==> config.mk <==
export PLATFORM = sky130hd
export DESIGN_NAME = dee_ctrl
export DESIGN_NICKNAME = d
export VERILOG_FILES = /design/src/dee_pkg.sv /design/src/dee_ctrl.sv
export SDC_FILE = /design/constraint.sdc
export NUM_CORES = 1
export LEC_CHECK = 0
export BUFFER_PORTS_ARGS = -buffer_cell sky130_fd_sc_hd__buf_2
export CAP_MARGIN = 5
export CORE_MARGIN = 8
export CORE_UTILIZATION = 32
export CTS_CLUSTER_SIZE = 24
export DETAILED_ROUTE_END_ITERATION = 8
export PLACE_DENSITY = 0.52
export SYNTH_ARGS = -nofsm -noshare
export SYNTH_HDL_FRONTEND = slang
export SYNTH_SLANG_ARGS = --single-unit
==> constraint.sdc <==
create_clock -name clk -period 2.8 [get_ports clk]
set_input_delay 0.56 -clock clk [delete_from_list [all_inputs] [get_ports clk]]
set_output_delay 0.56 -clock clk [all_outputs]
set_load 0.05 [all_outputs]
==> src/dee_pkg.sv <==
// constants shared by the data eeprom access controller
package dee_pkg;
   // function register addresses
   localparam logic [7:0] SFR_DP0_LO = 8'h82;
   localparam logic [7:0] SFR_DP0_HI = 8'h83;
   localparam logic [7:0] SFR_DP1_LO = 8'h84;
   localparam logic [7:0] SFR_DP1_HI = 8'h85;
   localparam logic [7:0] SFR_MEMCTL = 8'h96;
   // memory_control bit positions
   localparam int MC_PAGE_LOAD = 5;
   localparam int MC_WR_EN = 4;
   localparam int MC_EE_SEL = 3;
   localparam int MC_PTR_SEL = 2;
   localparam int MC_READY = 1;
   localparam int MC_WINH = 0;
   // reset values
   localparam logic [15:0] DP_RST = 16'h0000;
   localparam logic MC_BIT_RST = 1'h0;
   // eeprom geometry
   localparam logic [15:0] EE_LAST_ADDR = 16'h07ff;
   localparam int EE_AW = 11;
   localparam int PAGE_BYTES = 32;
   localparam int PAGE_IW = 5;
   localparam int PAGE_NW = EE_AW - PAGE_IW;
   localparam logic [7:0] MSB_FLIP = 8'h80;
   // timing
   localparam int PROG_TIME_MS = 4;
   localparam int CLK_HZ = 25000000;
   localparam int PROG_CYCLES = PROG_TIME_MS * (CLK_HZ / 1000);
   localparam int CNT_W = 17;
   localparam int START_DELAY = 4;
endpackage : dee_pkg

==> src/dee_ctrl.sv <==
// data eeprom access controller: pointer banks, move routing, page programming
//
// Overview of operation
// - select set routes moves to eeprom
// - eeprom decodes addresses 000H through 7FFH
// - select clear routes moves off-chip
// - byte write changes only the addressed byte
// - no write without write enable set
// - programming self-timed, about 4 ms
// - ready reads 0 busy, 1 done
// - page-load set only fills write buffer
// - load clear programs whole buffered page
// - page programming takes one 4 ms interval
// - busy read returns written byte, MSB inverted
// - two pointer banks at 82H and 84H
// - pointer select picks bank zero or one
// - memory_control at 96H, bits 5..0
// - addresses 2K and above go off-chip
// - ready clears after the move completes
`timescale 1ns/100ps
`default_nettype none
module dee_ctrl #(
   parameter int unsigned PROG_CYCLES = dee_pkg::PROG_CYCLES
) (
   // clock and reset
   input wire logic clk,
   input wire logic srst,
   // function register port
   input wire logic [7:0] sfr_addr,
   input wire logic sfr_wr,
   input wire logic sfr_rd,
   input wire logic [7:0] sfr_wdata,
   output logic [7:0] sfr_rdata,
   // external data move from the core
   input wire logic mv_req,
   input wire logic mv_write,
   input wire logic [7:0] mv_wdata,
   output logic [7:0] mv_rdata,
   output logic mv_done,
   // off-chip data memory
   output logic ext_req,
   output logic ext_write,
   output logic [15:0] ext_addr,
   output logic [7:0] ext_wdata,
   input wire logic ext_ack,
   input wire logic [7:0] ext_rdata,
   // eeprom array
   output logic ee_rd,
   output logic ee_wr,
   output logic [10:0] ee_addr,
   output logic [7:0] ee_wdata,
   input wire logic [7:0] ee_rdata,
   // supply monitor pin, high when programming is allowed
   input wire logic supply_ok_in
);
   // move sequencer states
   typedef enum logic [2:0] {
      MV_IDLE = 3'b001,
      MV_EE_RD = 3'b010,
      MV_EXT = 3'b100
   } dee_mv_t;
   // programming sequencer states
   typedef enum logic [3:0] {
      PG_IDLE = 4'b0001,
      PG_DELAY = 4'b0010,
      PG_TIMER = 4'b0100,
      PG_COMMIT = 4'b1000
   } dee_pg_t;

   // eeprom decode shared by both move directions
   function automatic logic is_ee(input logic [15:0] a, input logic sel);
      is_ee = sel && (a <= dee_pkg::EE_LAST_ADDR);
   endfunction : is_ee

   // register state, move group
   dee_mv_t mv_st_reg, mv_st_next;
   logic [15:0] dp0_reg, dp0_next; // pointer bank zero
   logic [15:0] dp1_reg, dp1_next; // pointer bank one
   logic page_load_reg, page_load_next;
   logic wr_en_reg, wr_en_next;
   logic ee_sel_reg, ee_sel_next;
   logic ptr_sel_reg, ptr_sel_next;
   logic [7:0] sfr_rdata_reg, sfr_rdata_next;
   logic [7:0] mv_rdata_reg, mv_rdata_next;
   logic mv_done_reg, mv_done_next;
   logic ext_req_reg, ext_req_next;
   logic ext_write_reg, ext_write_next;
   logic [15:0] ext_addr_reg, ext_addr_next;
   logic [7:0] ext_wdata_reg, ext_wdata_next;
   // requests handed from the move group to the programming group
   logic wr_ee_go;
   logic rd_ee_go;
   logic [15:0] act_ptr; // active_pointer_pair

   // programming group
   dee_pg_t pg_st_reg, pg_st_next;
   logic [dee_pkg::CNT_W-1:0] cnt_reg, cnt_next;
   logic [7:0] buf_reg [dee_pkg::PAGE_BYTES], buf_next [dee_pkg::PAGE_BYTES];
   logic [dee_pkg::PAGE_BYTES-1:0] mask_reg, mask_next; // bytes loaded
   logic [dee_pkg::PAGE_NW-1:0] page_reg, page_next;
   logic [dee_pkg::PAGE_IW-1:0] idx_reg, idx_next; // commit walk index
   logic [7:0] last_reg, last_next; // byte being written
   logic ee_rd_reg, ee_rd_next;
   logic ee_wr_reg, ee_wr_next;
   logic [10:0] ee_addr_reg, ee_addr_next;
   logic [7:0] ee_wdata_reg, ee_wdata_next;

   // supply pin synchroniser; the first stage feeds only the second
   logic sync1_reg, sync2_reg, sync3_reg;
   logic winh_ok_reg, winh_ok_next; // write_inhibit_flag, 1 = allowed

   // status seen by software and by the write path
   logic ready_flag; // eeprom_ready_flag
   logic wr_allowed;

   // ready stays high through the start delay so it falls after the move
   assign ready_flag = (pg_st_reg == PG_IDLE) || (pg_st_reg == PG_DELAY);
   assign wr_allowed = wr_en_reg && winh_ok_reg && (pg_st_reg == PG_IDLE);
   assign act_ptr = ptr_sel_reg ? dp1_reg : dp0_reg;

   // flag accepts a new level only when stages two and three agree
   always_comb begin
      winh_ok_next = winh_ok_reg;
      if (sync2_reg == sync3_reg) begin
         winh_ok_next = sync3_reg;
      end
   end

   // supply synchroniser registers
   always_ff @(posedge clk) begin
      if (srst) begin
         sync1_reg <= 1'b0;
         sync2_reg <= 1'b0;
         sync3_reg <= 1'b0;
         winh_ok_reg <= 1'b0;
      end else begin
         sync1_reg <= supply_ok_in;
         sync2_reg <= sync1_reg;
         sync3_reg <= sync2_reg;
         winh_ok_reg <= winh_ok_next;
      end
   end

   // register port and move sequencer, next values
   always_comb begin
      mv_st_next = mv_st_reg;
      dp0_next = dp0_reg;
      dp1_next = dp1_reg;
      page_load_next = page_load_reg;
      wr_en_next = wr_en_reg;
      ee_sel_next = ee_sel_reg;
      ptr_sel_next = ptr_sel_reg;
      sfr_rdata_next = sfr_rdata_reg;
      mv_rdata_next = mv_rdata_reg;
      mv_done_next = 1'b0;
      ext_req_next = ext_req_reg;
      ext_write_next = ext_write_reg;
      ext_addr_next = ext_addr_reg;
      ext_wdata_next = ext_wdata_reg;
      wr_ee_go = 1'b0;
      rd_ee_go = 1'b0;
      // software writes to the function registers
      if (sfr_wr) begin
         unique case (sfr_addr)
            dee_pkg::SFR_DP0_LO: dp0_next[7:0] = sfr_wdata;
            dee_pkg::SFR_DP0_HI: dp0_next[15:8] = sfr_wdata;
            dee_pkg::SFR_DP1_LO: dp1_next[7:0] = sfr_wdata;
            dee_pkg::SFR_DP1_HI: dp1_next[15:8] = sfr_wdata;
            dee_pkg::SFR_MEMCTL: begin
               page_load_next = sfr_wdata[dee_pkg::MC_PAGE_LOAD];
               wr_en_next = sfr_wdata[dee_pkg::MC_WR_EN];
               ee_sel_next = sfr_wdata[dee_pkg::MC_EE_SEL];
               ptr_sel_next = sfr_wdata[dee_pkg::MC_PTR_SEL];
            end
            default: ; // other addresses belong elsewhere
         endcase
      end
      // reads answer the next cycle; unmapped addresses give zero
      if (sfr_rd) begin
         unique case (sfr_addr)
            dee_pkg::SFR_DP0_LO: sfr_rdata_next = dp0_reg[7:0];
            dee_pkg::SFR_DP0_HI: sfr_rdata_next = dp0_reg[15:8];
            dee_pkg::SFR_DP1_LO: sfr_rdata_next = dp1_reg[7:0];
            dee_pkg::SFR_DP1_HI: sfr_rdata_next = dp1_reg[15:8];
            dee_pkg::SFR_MEMCTL: begin
               sfr_rdata_next = 8'h00;
               sfr_rdata_next[dee_pkg::MC_PAGE_LOAD] = page_load_reg;
               sfr_rdata_next[dee_pkg::MC_WR_EN] = wr_en_reg;
               sfr_rdata_next[dee_pkg::MC_EE_SEL] = ee_sel_reg;
               sfr_rdata_next[dee_pkg::MC_PTR_SEL] = ptr_sel_reg;
               sfr_rdata_next[dee_pkg::MC_READY] = ready_flag;
               sfr_rdata_next[dee_pkg::MC_WINH] = winh_ok_reg;
            end
            default: sfr_rdata_next = 8'h00;
         endcase
      end
      unique case (mv_st_reg)
         MV_IDLE: begin
            if (mv_req) begin
               if (is_ee(act_ptr, ee_sel_reg)) begin
                  if (mv_write) begin
                     // refused writes still complete, the array is untouched
                     wr_ee_go = 1'b1;
                     mv_done_next = 1'b1;
                  end else if (!ready_flag) begin
                     mv_rdata_next = last_reg ^ dee_pkg::MSB_FLIP;
                     mv_done_next = 1'b1;
                  end else begin
                     rd_ee_go = 1'b1;
                     mv_st_next = MV_EE_RD;
                  end
               end else begin
                  ext_req_next = 1'b1;
                  ext_write_next = mv_write;
                  ext_addr_next = act_ptr;
                  ext_wdata_next = mv_wdata;
                  mv_st_next = MV_EXT;
               end
            end
         end
         MV_EE_RD: begin
            mv_rdata_next = ee_rdata;
            mv_done_next = 1'b1;
            mv_st_next = MV_IDLE;
         end
         MV_EXT: begin
            // off-chip request is held as a level until acknowledged
            if (ext_ack) begin
               ext_req_next = 1'b0;
               if (!ext_write_reg) begin
                  mv_rdata_next = ext_rdata;
               end
               mv_done_next = 1'b1;
               mv_st_next = MV_IDLE;
            end
         end
      endcase
   end

   // register port and move sequencer registers
   always_ff @(posedge clk) begin
      if (srst) begin
         mv_st_reg <= MV_IDLE;
         dp0_reg <= dee_pkg::DP_RST;
         dp1_reg <= dee_pkg::DP_RST;
         page_load_reg <= dee_pkg::MC_BIT_RST;
         wr_en_reg <= dee_pkg::MC_BIT_RST;
         ee_sel_reg <= dee_pkg::MC_BIT_RST;
         ptr_sel_reg <= dee_pkg::MC_BIT_RST;
         sfr_rdata_reg <= 8'h00;
         mv_rdata_reg <= 8'h00;
         mv_done_reg <= 1'b0;
         ext_req_reg <= 1'b0;
         ext_write_reg <= 1'b0;
         ext_addr_reg <= 16'h0000;
         ext_wdata_reg <= 8'h00;
      end else begin
         mv_st_reg <= mv_st_next;
         dp0_reg <= dp0_next;
         dp1_reg <= dp1_next;
         page_load_reg <= page_load_next;
         wr_en_reg <= wr_en_next;
         ee_sel_reg <= ee_sel_next;
         ptr_sel_reg <= ptr_sel_next;
         sfr_rdata_reg <= sfr_rdata_next;
         mv_rdata_reg <= mv_rdata_next;
         mv_done_reg <= mv_done_next;
         ext_req_reg <= ext_req_next;
         ext_write_reg <= ext_write_next;
         ext_addr_reg <= ext_addr_next;
         ext_wdata_reg <= ext_wdata_next;
      end
   end

   // write buffer and programming sequencer, next values
   always_comb begin
      pg_st_next = pg_st_reg;
      cnt_next = cnt_reg;
      buf_next = buf_reg;
      mask_next = mask_reg;
      page_next = page_reg;
      idx_next = idx_reg;
      last_next = last_reg;
      ee_rd_next = 1'b0;
      ee_wr_next = 1'b0;
      ee_addr_next = ee_addr_reg;
      ee_wdata_next = ee_wdata_reg;
      // array read for an idle eeprom; data is taken while ee_rd is high
      if (rd_ee_go) begin
         ee_rd_next = 1'b1;
         ee_addr_next = act_ptr[10:0];
      end
      unique case (pg_st_reg)
         PG_IDLE: begin
            if (wr_ee_go && wr_allowed) begin
               // a load to another page drops the stale buffer
               if (act_ptr[10:5] != page_reg) begin
                  mask_next = '0;
               end
               buf_next[act_ptr[4:0]] = mv_wdata;
               mask_next[act_ptr[4:0]] = 1'b1;
               page_next = act_ptr[10:5];
               last_next = mv_wdata;
               if (!page_load_reg) begin
                  cnt_next = dee_pkg::CNT_W'(dee_pkg::START_DELAY - 1);
                  pg_st_next = PG_DELAY;
               end
            end
         end
         PG_DELAY: begin
            if (cnt_reg == '0) begin
               // one timed interval for the whole page
               cnt_next = dee_pkg::CNT_W'(PROG_CYCLES - 1);
               pg_st_next = PG_TIMER;
            end else begin
               cnt_next = cnt_reg - 1'b1;
            end
         end
         PG_TIMER: begin
            if (cnt_reg == '0) begin
               idx_next = '0;
               pg_st_next = PG_COMMIT;
            end else begin
               cnt_next = cnt_reg - 1'b1;
            end
         end
         PG_COMMIT: begin
            // only loaded bytes reach the array, the rest keep their data
            ee_wr_next = mask_reg[idx_reg];
            ee_addr_next = {page_reg, idx_reg};
            ee_wdata_next = buf_reg[idx_reg];
            idx_next = idx_reg + 1'b1;
            if (idx_reg == dee_pkg::PAGE_IW'(dee_pkg::PAGE_BYTES - 1)) begin
               mask_next = '0;
               pg_st_next = PG_IDLE;
            end
         end
      endcase
   end

   // write buffer and programming sequencer registers
   always_ff @(posedge clk) begin
      if (srst) begin
         pg_st_reg <= PG_IDLE;
         cnt_reg <= '0;
         mask_reg <= '0;
         page_reg <= '0;
         idx_reg <= '0;
         last_reg <= 8'h00;
         ee_rd_reg <= 1'b0;
         ee_wr_reg <= 1'b0;
         ee_addr_reg <= 11'h000;
         ee_wdata_reg <= 8'h00;
      end else begin
         pg_st_reg <= pg_st_next;
         cnt_reg <= cnt_next;
         mask_reg <= mask_next;
         page_reg <= page_next;
         idx_reg <= idx_next;
         last_reg <= last_next;
         ee_rd_reg <= ee_rd_next;
         ee_wr_reg <= ee_wr_next;
         ee_addr_reg <= ee_addr_next;
         ee_wdata_reg <= ee_wdata_next;
      end
   end

   // buffer bytes carry no reset; the mask marks which ones are valid
   always_ff @(posedge clk) begin
      buf_reg <= buf_next;
   end

   // outputs straight from flip-flops
   assign sfr_rdata = sfr_rdata_reg;
   assign mv_rdata = mv_rdata_reg;
   assign mv_done = mv_done_reg;
   assign ext_req = ext_req_reg;
   assign ext_write = ext_write_reg;
   assign ext_addr = ext_addr_reg;
   assign ext_wdata = ext_wdata_reg;
   assign ee_rd = ee_rd_reg;
   assign ee_wr = ee_wr_reg;
   assign ee_addr = ee_addr_reg;
   assign ee_wdata = ee_wdata_reg;
endmodule : dee_ctrl
`default_nettype wire

==> results.ini, run 1 <==
[clock_network]
clockBufferDepth=3
cts_hold_buffers=0
cts_tree=done
numCtsBuffers=46
clock-sinks=435
cts_setup_buffers=0
clk_transition_reported_paths_ns=0.06
cts_root_buffer=clkbuf_16
insertion_delay_ns=0.59
h-tree-depth=2

[grt]
grt_start_max_net_pins=47
grt_pass1_wl_microns=75900
first_global_vias=12100
track_usage=0.153
grt_overflow=0
antenna_found_initial=0

[critical_path]
cp.arrival_ns=3.01
cp_max_fo=8
cp_data_required_time_ns=3.10
critPathKind=reg2reg
end_kind=flop
startpoint_type=flop

[timing]
fmax_mhz=370
fin_hold_ws_ns=0.212
slew_headroom=0.426
rsz0062_at_grt=no
fin_skew_ns=0.0325
hold_violations=0
finalMaxSlewViolations=0
setup_slack_ns=0.0982
tightest_slew_ns=0.861
final.min_clock_period_ns=2.70
fin_crit_sh=0.965
setup-violations-final=0

[place]
portBuffers=111
gp_congestion=0.810
hpwl_microns=33400
placed_cell_area_sq_um=20000
dp_slack_ns=0.0437

[synthesis]
syn_nets=1416
synth_top_family_by_area=multiplexers
synth-compound-area-share=0.106
synth-adder-area-share=0.00211
synth-seq-cells=435
yosysUniqueCellTypes=75
syn_area_per_cell_sq_um=13.1
synthMuxAreaShare=0.122
synth_simple_gate_area_frac=0.108
synthesis.area_sq_um=17800
synthXorXnorAreaFrac=0.00590
netlist_top_cells_area=edfxtp_1, dfxtp_1, mux4_2
synthFlopType=edfxtp_1
ys_async_sr_fraction=0
synth_top_area_share=0.431
synth_seq_area_share=0.632
synth_edf_count=256
synth_cells=1365
synth_top_cell_by_area=edfxtp_1
synth_warnings=0

[route]
drc_errors=0
drtAntennaViolNets=0
drtPass1Iterations=8
vias=12200
drt_iter0_markers=1130
via_per_inst=5.22
routedWlPerCell_microns=21.5
drt-total-wl_microns=50100

[finish]
final_core_util=0.390
area_growth_pct=20.5
design_area_sq_um=21500
drive_gt1_frac=0.251
largest_register_ffs=256
fin_nets=1597
mostFrequentLayoutCell=edfxtp_1
diodes=0
final_cell_mix=edfxtp_1, dfxtp_1, nor2_1

[power]
cellPowerDensity_nw_per_um2=695
finalPower_w=0.0149
power.leakage_nw=7.26
irDropWorstVdd_mv=0.563

[status]
status=finished clean

[floorplanning]
core_area_sq_um=55100
start_util=0.324
ios=112
die-area_sq_um=63500
fp-row-count=86
die_x_microns=252
fp.dieH_microns=252

[min_path]
hold_path.class=in2reg

[run]
drv_cap=0

synth_stat cells, drive strengths merged, types with 3 or more instances:
master,number
nor4,6
o21a,3
nand2b,9
nor3b,3
nor2,141
mux2,3
dfxtp,179
or2,4
a31oi,6
a22o,36
and2,4
ha,3
a211o,12
inv,12
edfxtp,256
o22ai,20
a222oi,6
o41ai,3
xnor2,7
or3,9
nand4,6
a21oi,94
clkbuf,64
nor3,20
buf,28
mux4,72
a211oi,35
and3,4
o211ai,3
nand3,50
nand2,123
nand3b,3
xor2,5
nor4b,8
a221oi,6
nor2b,8
a32oi,4
o32ai,4
o21ai,23
mux2i,51
a2111oi,3
o221ai,4
kinds of logic after synthesis:
family,Yosys count
AO/OA/AOI/OAI,276
XOR/XNOR,12
adder cells (fa/ha/maj),3
buffers and inverters,105
flip-flops,435
multiplexers,126
AND/OR/NAND/NOR,408
per-layer routing:
| layer | track usage | share of wire | vias up | wire length, microns |
|---|---|---|---|---|
| li1 | - | - | 5591 | - |
| met1 | 0.213 | 0.45 | 6073 | 22700 |
| met2 | 0.246 | 0.46 | 426 | 23300 |
| met3 | 0.0271 | 0.063 | 62 | 3130 |
| met4 | 0.0397 | 0.019 | 0 | 969 |
| met5 | 0 | 0 | - | 0 |
path summary, 6_finish.rpt:
path / end / cells after the start / slack (ns) / start
setup / recovery: buf_reg[160] / 7 / 0.1 / dp0_reg[11]
setup reg to reg: buf_reg[160] / 7 / 0.1 / dp0_reg[11]
hold reg to reg: sfr_rdata[6] / 2 / 0.45 / sfr_rdata[6]
hold / removal: sync1_reg / 2 / 0.21 / supply_ok_in
layout make-up:
type	instances	area [sq um]
Fill cell	5240	33600
Clock buffer	60	1270
Sequential cell	435	11300
Inverter	13	48.8
Multi-Input combinational cell	825	6160
Timing Repair Buffer	225	1560
Tap cell	748	936
Clock inverter	22	235
stage by stage:
step           std cells  TNS, ns
2_1_floorplan       1365    -6.81
3_3_place_gp        2246        0
3_5_place_dp        2246        0
4_1_cts             2328        0
5_1_grt             2328        0
6_report            2328        0
repair_timing:
action                                 CTS  global route
endpoints found under the hold margin    0             0
setup endpoints to repair                0            31
gates resized for setup                  0             1
report_power, final:
part	switching, W	internal [W]	total (W)
combinational	0.00117	0.000619	0.00178
sequential	0.000130	0.00688	0.00702
clock	0.00255	0.00358	0.00613
critical path: stages, from the launching register on:
cell	delay, ns
dfxtp_1	0.31
or4_4	0.55
nor4b_4	0.25
o2111a_1	0.38
or3b_1	0.38
buf_4	0.22
nor2_1	0.17
buf_4	0.18
Note: power is estimated with default switching activity, not from simulation.
==> run 2: changes to the inputs <==
--- a/config.mk
+++ b/config.mk
@@ -8,10 +8,10 @@
 export BUFFER_PORTS_ARGS = -buffer_cell sky130_fd_sc_hd__buf_2
 export CAP_MARGIN = 5
 export CORE_MARGIN = 8
-export CORE_UTILIZATION = 32
+export CORE_UTILIZATION = 50
 export CTS_CLUSTER_SIZE = 24
 export DETAILED_ROUTE_END_ITERATION = 8
-export PLACE_DENSITY = 0.52
+export PLACE_DENSITY = 0.73
 export SYNTH_ARGS = -nofsm -noshare
 export SYNTH_HDL_FRONTEND = slang
 export SYNTH_SLANG_ARGS = --single-unit
==> run 2 against run 1 <==
Net effect: global-route usage increased by 6.0 points; via count grew 0.86%; maximum frequency fell by 1.6%; critical path type unchanged; hold slack better by 0.036 ns.
==> results.ini, run 2 (synthesis results as in run 1) <==
[route]
vias=12300  ; was 12,200
via_per_inst=6.06  ; was 5.22
drt_iter0_markers=1294  ; was 1,130
drtPass1Iterations=5  ; was 8
drtAntennaViolNets=0  ; unchanged
routedWlPerCell_microns=22.6  ; was 21.5 microns
drc_errors=0  ; unchanged
drt-total-wl_microns=45600  ; was 50,100 microns

[place]
dp_cells=1940  ; was 2,246
gp_congestion=0.915  ; was 0.810
hpwl_microns=29700  ; was 33,400 microns
portBuffers=111  ; unchanged

[timing]
fin_crit_sh=0.981  ; was 0.965
slew_headroom=0.253  ; was 0.426
rsz0062_at_grt=yes  ; was no
fin_skew_ns=0.0217  ; was 0.0325 ns
final.min_clock_period_ns=2.75  ; was 2.70 ns
tightest_slew_ns=1.12  ; was 0.861 ns
fmax_mhz=364  ; was 370 MHz
finalMaxSlewViolations=0  ; unchanged
hold_violations=0  ; unchanged
setup-violations-final=0  ; unchanged

[power]
combPwrFrac=0.117  ; was 0.120
p_int_w=0.0112  ; was 0.0111 W
pwr-share-seq=0.472  ; was 0.470
finalPower_w=0.0149  ; about the same
clock_power_share=0.411  ; about the same
cellPowerDensity_nw_per_um2=711  ; was 695 nW/um^2
p_sw_frac=0.246  ; was 0.258
p_sw_w=0.00366  ; was 0.00385 W
power.leakage_nw=7.17  ; was 7.26 nW
irDropWorstVdd_mv=0.532  ; was 0.563 mV

[floorplanning]
die_x_microns=205  ; was 252 microns
start_util=0.505  ; was 0.324
core_area_sq_um=35300  ; was 55,100 sq um
die-area_sq_um=41900  ; was 63,500 sq um
fp-row-count=69  ; was 86
ios=112  ; unchanged
fp.dieH_microns=205  ; was 252 microns

[grt]
track_usage=0.213  ; was 0.153
grt_pass1_wl_microns=69400  ; was 75,900 microns
grt_start_max_net_pins=149  ; was 47
antenna_found_initial=0  ; unchanged
grt_overflow=0  ; unchanged
first_global_vias=11900  ; was 12,100

[critical_path]
reg2regPathDepth=8  ; was 7
r2r_start=dp0_reg[11]  ; unchanged
end_kind=flop  ; unchanged
r2r-end=buf_reg[196]  ; was buf_reg[160]
cp.arrival_ns=3.01  ; about the same
critPathSlowestCell=or4_4  ; unchanged
critical-path-max-stage-delay_ns=0.55  ; about the same
path_cells=or4_4 > nor4b_4 > o2111a_1 > buf_4 > or3b_4 > buf_4 > nor2_2 > buf_4  ; was or4_4 > nor4b_4 > o2111a_1 > or3b_1 > buf_4 > nor2_1 > buf_4
startpoint_type=flop  ; unchanged
critPathKind=reg2reg  ; unchanged
crit_top_cell=buf_4  ; unchanged
cp_max_fo=8  ; unchanged
cp_data_required_time_ns=3.06  ; was 3.10 ns
r2r_slack_ns=0.05  ; was 0.1 ns

[finish]
seq_area_sq_um=11300  ; unchanged
area_growth_pct=17.4  ; was 20.5%
multi_input_area_sq_um=6160  ; about the same
fin_cells=2021  ; was 2,328
largest_register_ffs=256  ; unchanged
final_cell_mix=edfxtp_1, dfxtp_1, nor2_1  ; unchanged
diodes=0  ; unchanged
drive_gt1_frac=0.244  ; was 0.251
fin_nets=1576  ; was 1,597
mostFrequentLayoutCell=edfxtp_1  ; unchanged
fillCellCount=2696  ; was 5,240

[run]
drv_cap=0  ; unchanged

[min_path]
hold_end=sync1_reg  ; unchanged
hp-start=supply_ok_in  ; unchanged
hold_path.class=in2reg  ; unchanged
holdPathStages=2  ; unchanged

[clock_network]
clk_transition_reported_paths_ns=0.06  ; about the same
numCtsBuffers=44  ; was 46
cts_setup_buffers=0  ; unchanged
cts_hold_buffers=0  ; unchanged
insertion_delay_ns=0.56  ; was 0.59 ns
h-tree-depth=2  ; unchanged
clock-sinks=435  ; unchanged
clockBufferDepth=3  ; unchanged
cts-resized-gates=0  ; unchanged
cts_tree=done  ; unchanged
cts_root_buffer=clkbuf_16  ; unchanged

[status]
status=finished clean  ; unchanged

[run 2: area by class of cell]
cell class                      instances  area share
Tap cell                              461      0.0276
Multi-Input combinational cell        825       0.294
Timing Repair Buffer                  206      0.0643
Clock inverter                         21      0.0124
Inverter                               13     0.00233
Clock buffer                           60      0.0604
Sequential cell                       435       0.539
[run 2: power groups by stage]
stage | sequential, W | combinational (W) | clock, W
floorplan | 0.00722 | 0.00115 | 0
global placement | 0.00714 | 0.00169 | 0
detailed placement | 0.00715 | 0.00172 | 0
CTS | 0.00701 | 0.00173 | 0.00620
global route | 0.00703 | 0.00191 | 0.00646
finish | 0.00702 | 0.00174 | 0.00611
[run 2: worst max-delay path by stage]
stage,start,to,depth (start not counted),slack (ns)
after CTS,dp0_reg[11],buf_reg[101],8,0.05
after global placement,dp0_reg[11],buf_reg[103],8,0.13
after global routing,dp0_reg[11],buf_reg[253],8,-0.008
final,dp0_reg[11],buf_reg[196],8,0.05
after detailed placement,dp0_reg[11],buf_reg[103],8,0.06
after floorplan,dp0_reg[11],buf_reg[208],8,-0.06
[run 2: critical path, delay by kind of cell, from the launching register on]
| family | cells | cell delay (ns) |
|---|---|---|
| AO/OA/AOI/OAI | 1 | 0.22 |
| buffers and inverters | 3 | 0.53 |
| flip-flops | 1 | 0.32 |
| AND/OR/NAND/NOR | 4 | 1.39 |
[run 2: per-layer routing]
layer  routed length, microns  track usage  vias up
met5                        0            0        -
met4                     1610       0.0897        0
met3                     3880       0.0429       93
met2                    21200        0.332      577
met1                    18900        0.288     6038
li1                         -            -     5549
[run 2: metrics by stage]
step / TNS [ns] / utilization / hold WS [ns] / setup WS [ns] / cell area [sq um]
finish: 0 / 0.593 / 0.248 / 0.0535 / 20900
global route: -0.0473 / 0.593 / 0.240 / -0.00815 / 20900
CTS: 0 / 0.593 / 0.239 / 0.0500 / 20900
detailed placement: 0 / 0.549 / 0.441 / 0.0618 / 19400
global placement: 0 / 0.549 / 0.422 / 0.134 / 19400
floorplan: -6.81 / - / 0.414 / -0.0597 / 17800
